**src/rtl/bcr_pkg.sv**
```systemverilog
package bcr_pkg;

  // ----------------------------------------
  // configuration offsets (byte offsets)
  // ----------------------------------------
  localparam logic [7:0] BCR_OFS_IO_LIMIT_UPPER = 8'h32;
  localparam logic [7:0] BCR_OFS_CAP_PTR = 8'h34;
  localparam logic [7:0] BCR_OFS_INT_LINE = 8'h3C;
  localparam logic [7:0] BCR_OFS_INT_PIN = 8'h3D;
  localparam logic [7:0] BCR_OFS_BRIDGE_CTRL = 8'h3E;

  // ----------------------------------------
  // reset and fixed values
  // ----------------------------------------
  localparam logic [15:0] BCR_RST_IO_LIMIT_UPPER = 16'h0000;
  localparam logic [7:0] BCR_VAL_CAP_PTR = 8'h50;
  localparam logic [7:0] BCR_RST_INT_LINE = 8'hFF;
  localparam logic [7:0] BCR_VAL_INT_PIN = 8'h00;
  localparam logic [15:0] BCR_RST_BRIDGE_CTRL = 16'h0000;
  localparam logic [19:0] BCR_IO_LIMIT_LOW_ONES = 20'hFFFFF;

  // ----------------------------------------
  // bridge control fields
  // ----------------------------------------
  localparam int BCR_BIT_DT_MSG_EN = 11;
  localparam int BCR_BIT_DT_FLAG = 10;
  localparam int BCR_BIT_DT_PERIOD = 9;

  // ----------------------------------------
  // discard timer periods, in pci clocks
  // ----------------------------------------
  localparam int BCR_DT_LONG_EXP = 15;
  localparam int BCR_DT_SHORT_EXP = 10;
  localparam int BCR_DT_LONG_CYC = 2 ** BCR_DT_LONG_EXP;
  localparam int BCR_DT_SHORT_CYC = 2 ** BCR_DT_SHORT_EXP;
  localparam int BCR_DT_CNT_W = 16;

  // ----------------------------------------
  // carriers
  // ----------------------------------------
  typedef struct packed {
    logic wr;
    logic rd;
    logic [5:0] dw_addr;
    logic [3:0] be;
    logic [31:0] wdata;
  } bcr_cfg_req_t;

  typedef struct packed {
    logic valid;
    logic fatal;
  } bcr_err_msg_t;

  typedef enum logic {
    BCR_DT_IDLE,
    BCR_DT_COUNT
  } bcr_dt_state_t;

endpackage

```
**src/rtl/bcr_regs.sv**
```systemverilog
`timescale 1ns/1ns
// How it works
// io limit upper 16 bits, rw, steers forwarding
// limit low twenty address bits read as ones
// capability pointer hardwired to 50h
// interrupt line rw, resets to FFh
// interrupt line stored only, drives nothing
// interrupt pin reads zero always
// secondary interrupts forwarded to primary side
// control bits 15:12 read zero, ignore writes
// bit 11 message enable rw, conventional mode only
// enabled expiry sends error message upstream
// nonfatal default, fatal only with aer
// enable clear: message only via aer mask
// bit 10 flags discarded delayed transaction
// flag write-one-clear, event beats clear
// bit 9 selects 2^15 or 2^10 clocks
module bcr_regs #(
  parameter int DT_LONG_CYC = bcr_pkg::BCR_DT_LONG_CYC,
  parameter int DT_SHORT_CYC = bcr_pkg::BCR_DT_SHORT_CYC
) (
  // clock and reset
  input wire logic sys_clk,
  input wire logic rst_n,
  // configuration access
  input bcr_pkg::bcr_cfg_req_t cfg_req,
  output logic [31:0] cfg_rdata,
  output logic cfg_rvalid,
  // io window check
  input wire logic [35:0] io_addr,
  output logic io_in_limit,
  // delayed transaction discard timer
  input wire logic dc_at_head,
  input wire logic master_repeated,
  output logic dt_discard,
  // error messaging
  input wire logic conv_pci_mode,
  input wire logic aer_present,
  input wire logic aer_sev_fatal,
  input wire logic aer_dt_mask,
  output bcr_pkg::bcr_err_msg_t err_msg,
  // interrupt pass-through
  input wire logic [3:0] sec_intx_n,
  output logic [3:0] pri_intx_n
);
  import bcr_pkg::*;

  // ----------------------------------------
  // parameter check
  // ----------------------------------------
  if (DT_SHORT_CYC < 2 || DT_LONG_CYC < 2 || DT_LONG_CYC > 2 ** BCR_DT_CNT_W - 1 ||
      DT_SHORT_CYC > 2 ** BCR_DT_CNT_W - 1) begin : g_bad_period
    $error("discard timer period out of range");
  end

  localparam logic [BCR_DT_CNT_W-1:0] DT_CNT_ONE = BCR_DT_CNT_W'(1);
  localparam logic [BCR_DT_CNT_W-1:0] DT_LONG_LD = BCR_DT_CNT_W'(DT_LONG_CYC);
  localparam logic [BCR_DT_CNT_W-1:0] DT_SHORT_LD = BCR_DT_CNT_W'(DT_SHORT_CYC);
  localparam logic [5:0] DW_IO = BCR_OFS_IO_LIMIT_UPPER[7:2];
  localparam logic [5:0] DW_CAP = BCR_OFS_CAP_PTR[7:2];
  localparam logic [5:0] DW_INT = BCR_OFS_INT_LINE[7:2];

  logic [15:0] io_limit_q;
  logic [7:0] int_line_q;
  logic dt_msg_en_q;
  logic dt_flag_q;
  logic dt_period_q;
  logic [15:0] ctrl_rd;
  logic wr_io;
  logic wr_int;
  logic expire;
  bcr_dt_state_t dt_state_q;
  logic [BCR_DT_CNT_W-1:0] dt_cnt_q;
  logic [3:0] intx_s1_q;
  logic [3:0] intx_s2_q;

  // ----------------------------------------
  // register writes
  // ----------------------------------------
  assign wr_io = cfg_req.wr && cfg_req.dw_addr == DW_IO;
  assign wr_int = cfg_req.wr && cfg_req.dw_addr == DW_INT;

  always_ff @(posedge sys_clk) begin
    if (!rst_n) begin
      io_limit_q <= BCR_RST_IO_LIMIT_UPPER;
    end else if (wr_io) begin
      if (cfg_req.be[2]) io_limit_q[7:0] <= cfg_req.wdata[23:16];
      if (cfg_req.be[3]) io_limit_q[15:8] <= cfg_req.wdata[31:24];
    end
  end

  always_ff @(posedge sys_clk) begin
    if (!rst_n) begin
      int_line_q <= BCR_RST_INT_LINE;
    end else if (wr_int && cfg_req.be[0]) begin
      int_line_q <= cfg_req.wdata[7:0];
    end
  end

  always_ff @(posedge sys_clk) begin
    if (!rst_n) begin
      dt_msg_en_q <= BCR_RST_BRIDGE_CTRL[BCR_BIT_DT_MSG_EN];
      dt_period_q <= BCR_RST_BRIDGE_CTRL[BCR_BIT_DT_PERIOD];
    end else if (wr_int) begin
      if (cfg_req.be[3]) dt_msg_en_q <= cfg_req.wdata[16 + BCR_BIT_DT_MSG_EN];
      if (cfg_req.be[3]) dt_period_q <= cfg_req.wdata[16 + BCR_BIT_DT_PERIOD];
    end
  end

  always_ff @(posedge sys_clk) begin
    if (!rst_n) begin
      dt_flag_q <= BCR_RST_BRIDGE_CTRL[BCR_BIT_DT_FLAG];
    end else if (expire) begin
      dt_flag_q <= 1'b1;
    end else if (wr_int && cfg_req.be[3] && cfg_req.wdata[16 + BCR_BIT_DT_FLAG]) begin
      dt_flag_q <= 1'b0;
    end
  end

  // ----------------------------------------
  // register reads
  // ----------------------------------------
  always_comb begin
    ctrl_rd = 16'h0000;
    ctrl_rd[BCR_BIT_DT_MSG_EN] = dt_msg_en_q;
    ctrl_rd[BCR_BIT_DT_FLAG] = dt_flag_q;
    ctrl_rd[BCR_BIT_DT_PERIOD] = dt_period_q;
  end

  always_ff @(posedge sys_clk) begin
    if (!rst_n) begin
      cfg_rdata <= 32'h0000_0000;
      cfg_rvalid <= 1'b0;
    end else begin
      cfg_rvalid <= cfg_req.rd;
      if (cfg_req.rd) begin
        case (cfg_req.dw_addr)
          DW_IO: cfg_rdata <= {io_limit_q, 16'h0000};
          DW_CAP: cfg_rdata <= {24'h000000, BCR_VAL_CAP_PTR};
          DW_INT: cfg_rdata <= {ctrl_rd, BCR_VAL_INT_PIN, int_line_q};
          default: cfg_rdata <= 32'h0000_0000;
        endcase
      end
    end
  end

  // ----------------------------------------
  // io window limit check
  // ----------------------------------------
  always_ff @(posedge sys_clk) begin
    if (!rst_n) begin
      io_in_limit <= 1'b0;
    end else begin
      io_in_limit <= io_addr <= {io_limit_q, BCR_IO_LIMIT_LOW_ONES};
    end
  end

  // ----------------------------------------
  // discard timer
  // ----------------------------------------
  assign expire = dt_state_q == BCR_DT_COUNT && !master_repeated && dt_cnt_q == DT_CNT_ONE;

  always_ff @(posedge sys_clk) begin
    if (!rst_n) begin
      dt_state_q <= BCR_DT_IDLE;
      dt_cnt_q <= 16'h0000;
    end else begin
      case (dt_state_q)
        BCR_DT_IDLE: begin
          if (dc_at_head) begin
            dt_state_q <= BCR_DT_COUNT;
            dt_cnt_q <= dt_period_q ? DT_SHORT_LD : DT_LONG_LD;
          end
        end
        BCR_DT_COUNT: begin
          if (master_repeated || expire) begin
            dt_state_q <= BCR_DT_IDLE;
          end
          dt_cnt_q <= dt_cnt_q - DT_CNT_ONE;
        end
        default: dt_state_q <= BCR_DT_IDLE;
      endcase
    end
  end

  always_ff @(posedge sys_clk) begin
    if (!rst_n) begin
      dt_discard <= 1'b0;
    end else begin
      dt_discard <= expire;
    end
  end

  // ----------------------------------------
  // error message on expiry
  // ----------------------------------------
  always_ff @(posedge sys_clk) begin
    if (!rst_n) begin
      err_msg <= '0;
    end else begin
      err_msg.valid <= expire && ((dt_msg_en_q && conv_pci_mode) || (aer_present && !aer_dt_mask));
      err_msg.fatal <= aer_present && aer_sev_fatal;
    end
  end

  // ----------------------------------------
  // interrupt pass-through
  // ----------------------------------------
  always_ff @(posedge sys_clk) begin
    if (!rst_n) begin
      intx_s1_q <= 4'hF;
      intx_s2_q <= 4'hF;
      pri_intx_n <= 4'hF;
    end else begin
      intx_s1_q <= sec_intx_n;
      intx_s2_q <= intx_s1_q;
      pri_intx_n <= intx_s2_q;
    end
  end

endmodule // bcr_regs

```
**config.mk**
```make
export PLATFORM = sky130hd
export DESIGN_NAME = bcr_regs
export DESIGN_NICKNAME = d
export VERILOG_FILES = /design/src/rtl/bcr_pkg.sv /design/src/rtl/bcr_regs.sv
export SDC_FILE = /design/constraint.sdc
export NUM_CORES = 1
export LEC_CHECK = 0
export BUFFER_PORTS_ARGS = -buffer_cell sky130_fd_sc_hd__buf_4
export CAP_MARGIN = 15
export CORE_ASPECT_RATIO = 0.75
export CORE_MARGIN = 1.5
export CORE_UTILIZATION = 54
export DETAILED_ROUTE_END_ITERATION = 10
export HOLD_SLACK_MARGIN = 0.08
export PLACE_DENSITY = 0.89
export SLEW_MARGIN = 20
export SYNTH_ARGS = -nofsm -noshare
export SYNTH_HDL_FRONTEND = slang
export SYNTH_SLANG_ARGS = --single-unit
```
**constraint.sdc**
```tcl
create_clock -name sys_clk -period 2.82 [get_ports sys_clk]
set_clock_uncertainty 0.05 [all_clocks]
set_input_delay 0.282 -clock sys_clk [delete_from_list [all_inputs] [get_ports sys_clk]]
set_output_delay 0.282 -clock sys_clk [all_outputs]
set_load 0.01 [all_outputs]
```
==> results.py <==
metrics = {
    "sta": {
        "grt_setup_unrepaired": "false",
        "timing_hold_violations_final": 0,
        "finalCriticalPeriod_ns": 2.12,
        "finalSetupViolCount": 0,
        "tightestPinTransition_ns": 0.703,
        "max_slew_margin_pct": 52.8,
        "finalSetupTns_ns": 0,
        "max_freq_mhz": 472,
        "report.final.slew_viol_count": 0,
        "fin_crit_sh_pct": 75.2,
    },
    "yosys": {
        "most_frequently_used_cell_type_in_the_post_synthesis_netlist": "dfxtp_1",
        "yosysTopAreaCell": "dfxtp_1",
        "netlist-cell-type-count": 52,
        "synth_area_leaders": "dfxtp_1 (45%), mux2i_1 (6.9%), ha_1 (6.0%), nand2b_1 (6.0%), a21oi_1 (5.1%)",
        "yosysSeqAreaShare_pct": 45.2,
        "synth_enable_flop_cells": 0,
        "synth_warnings": 0,
        "async_reset_ff_share_pct": 0,
        "proportion_of_netlist_area_held_by_the_largest_area_contributor_pct": 45.2,
        "synth-seq-cells": 85,
        "synth_top_cells_by_count": "dfxtp_1 (85), a21oi_1 (38), nand2b_1 (36)",
        "syn-cell-area_um2": 3760,
        "synth_flop_cell": "dfxtp_1",
        "synthCells": 414,
        "synth.avg_cell_area_um2": 9.09,
    },
    "grt": {
        "gr-total-overflow": 0,
        "grt_pass1_wl_um": 14900,
        "grt_max_degree": 48,
        "grt_pass1_vias": 3250,
        "grt_use_total_pct": 25.8,
        "initial_antenna_violation_count": 0,
    },
    "worst_setup_path": {
        "start_to_end_type_of_the_worst_setup_path": "reg -> reg",
        "critPathCaptureType": "flip-flop",
        "critical_path_arrival_ns": 2.37,
        "critical_path_peak_fanout": 6,
        "start_kind": "flip-flop",
        "worst-r2r-setup-slack_ns": 0.70,
        "timing.critical_path.required_ns": 3.07,
    },
    "power": {
        "irDropWorstVdd_mv": 0.377,
        "leakagePower_nw": 1.98,
        "post-layout-total-power_w": 0.00243,
        "power.density_cell_area_nw_per_um2": 489,
    },
    "clock_network": {
        "clock_tree.htree_level_count": 3,
        "clk-insertion-delay-late_ns": 0.36,
        "post-cts-setup-buffers": 0,
        "cts_max_path_buffers": 2,
        "cts-resized-gates": 0,
        "tritoncts": "built",
        "clk_transition_reported_paths_ns": 0.10,
        "tritoncts_num_sinks": 85,
        "root_buffer": "clkbuf_8",
        "numCtsBuffers": 9,
    },
    "layout": {
        "finalNonFillerCells": 625,
        "layout.nets": 646,
        "post-route-cell-area_um2": 4960,
        "syn_to_layout_area_delta_pct": 31.8,
        "num_antenna_cells": 0,
        "final_layout_size_suffix_gt1_share_pct": 27.5,
    },
    "route": {
        "drt-total-wl_um": 9540,
        "detail_route.first_pass.iterations": 4,
        "routed-via-count": 3400,
        "drcViolationCount": 0,
        "drt_iter0_drc": 215,
        "route.detailed.vias_per_inst": 5.44,
        "routed_wire_length_per_instance_um": 15.3,
        "drt.antenna.violating_nets": 0,
    },
    "floorplanning": {
        "floorplan.die.height_um": 75.3,
        "floorplan.die.width_um": 99.4,
        "floorplan.die_area_um2": 7480,
        "start_util_pct": 55.6,
        "num_io_pins": 133,
        "placeableCoreArea_um2": 6770,
        "core.rowCount": 26,
    },
    "placement": {
        "place_area_um2": 4670,
        "post-place-cells": 600,
        "gp_congestion": 0.804,
        "port_buffers": 115,
        "final_hpwl_dp_um": 7170,
    },
    "status": {
        "status": "complete, no violations",
    },
    "run": {
        "cap_violations": 0,
    },
    "worst_hold_path": {
        "holdCritPathClass": "in -> reg",
    },
}
placed cells by master (no fill, tap or decap), types with 6 or more instances in the layout:
cell type	Yosys	routed
dfxtp_1	85	85
nor2_1	30	30
nand2b_1	36	36
inv_1	25	25
ha_1	18	18
conb_1	1	8
buf_4	8	120
dlygate4sd3_1	0	9
a21oi_1	38	38
nor3_1	6	6
nand3_1	25	25
nand4_1	8	8
mux2i_1	26	26
clkbuf_8	0	9
nand2_1	27	27
cell type report:
| type | count | area [µm²] |
|---|---|---|
| Clock buffer | 9 | 124 |
| Clock inverter | 7 | 76.3 |
| Sequential cell | 85 | 1700 |
| Fill cell | 522 | 1810 |
| Inverter | 25 | 93.8 |
| Tap cell | 84 | 105 |
| Multi-Input combinational cell | 286 | 1870 |
| Timing Repair Buffer | 129 | 991 |
state kept, by name, summed over array words and instances (netlist names):
signal / count
intx_s1_q: 4
cfg_rdata: 24
io_in_limit: 1
pri_intx_n: 4
int_line_q: 8
dt_state_q: 1
cfg_rvalid: 1
err_msg: 2
intx_s2_q: 4
dt_discard: 1
io_limit_q: 16
dt_cnt_q: 16
dt_flag_q: 1
dt_period_q: 1
dt_msg_en_q: 1
kinds of logic (layout without fill, tap and decap cells):
group	count (synthesis)	in the layout	share of synthesized area (%)
AO/OA/AOI/OAI	66	66	10.6
XOR/XNOR	5	5	1.16
adder cells (fa/ha/maj)	18	18	5.98
buffers and inverters	50	170	5.82
flip-flops	85	85	45.2
multiplexers	28	28	7.51
other	1	8	0.0996
AND/OR/NAND/NOR	161	161	23.6
report_power, final:
part           internal [W]  switching, W
Combinational      0.000167      0.000154
Sequential          0.00123     0.0000241
Clock              0.000352      0.000501
Total               0.00175      0.000679
critical path: stages (launching register included):
cell	delay [ns]
dfxtp_1	0.36
nor3_1	0.54
nand3_1	0.35
or4_2	0.62
a21oi_1	0.15
stage by stage:
step	worst slack (ns)	util [%]	hold WS, ns
after floorplan	0.906	-	0.333
after global placement	0.836	69.0	0.339
after detailed placement	0.788	69.0	0.342
after CTS	0.753	73.3	0.0825
after global routing	0.521	73.3	0.0926
final	0.700	73.3	0.0902
what timing repair did:
action / CTS / global route
hold buffers: 9 / 0
setup endpoints to repair: 0 / 0
hold endpoints to repair: 9 / 0
routing by layer:
layer  GRT usage, %  up-vias  part of all wire [%]
li1               -     1663                     -
met1           31.3     1598                    42
met2           45.4      124                    50
met3           7.61       15                   7.0
met4           7.67        0                   1.4
met5              0        -                     0
final timing paths:
check / from / end / cells after the start
hold / removal: cfg_req[3] / int_line_q[3] / 3
hold reg to reg: intx_s1_q[1] / intx_s2_q[1] / 1
setup reg to reg: dt_cnt_q[5] / dt_cnt_q[13] / 4
setup / recovery: dt_cnt_q[5] / dt_cnt_q[13] / 4
(Power assumes the default switching activity.)
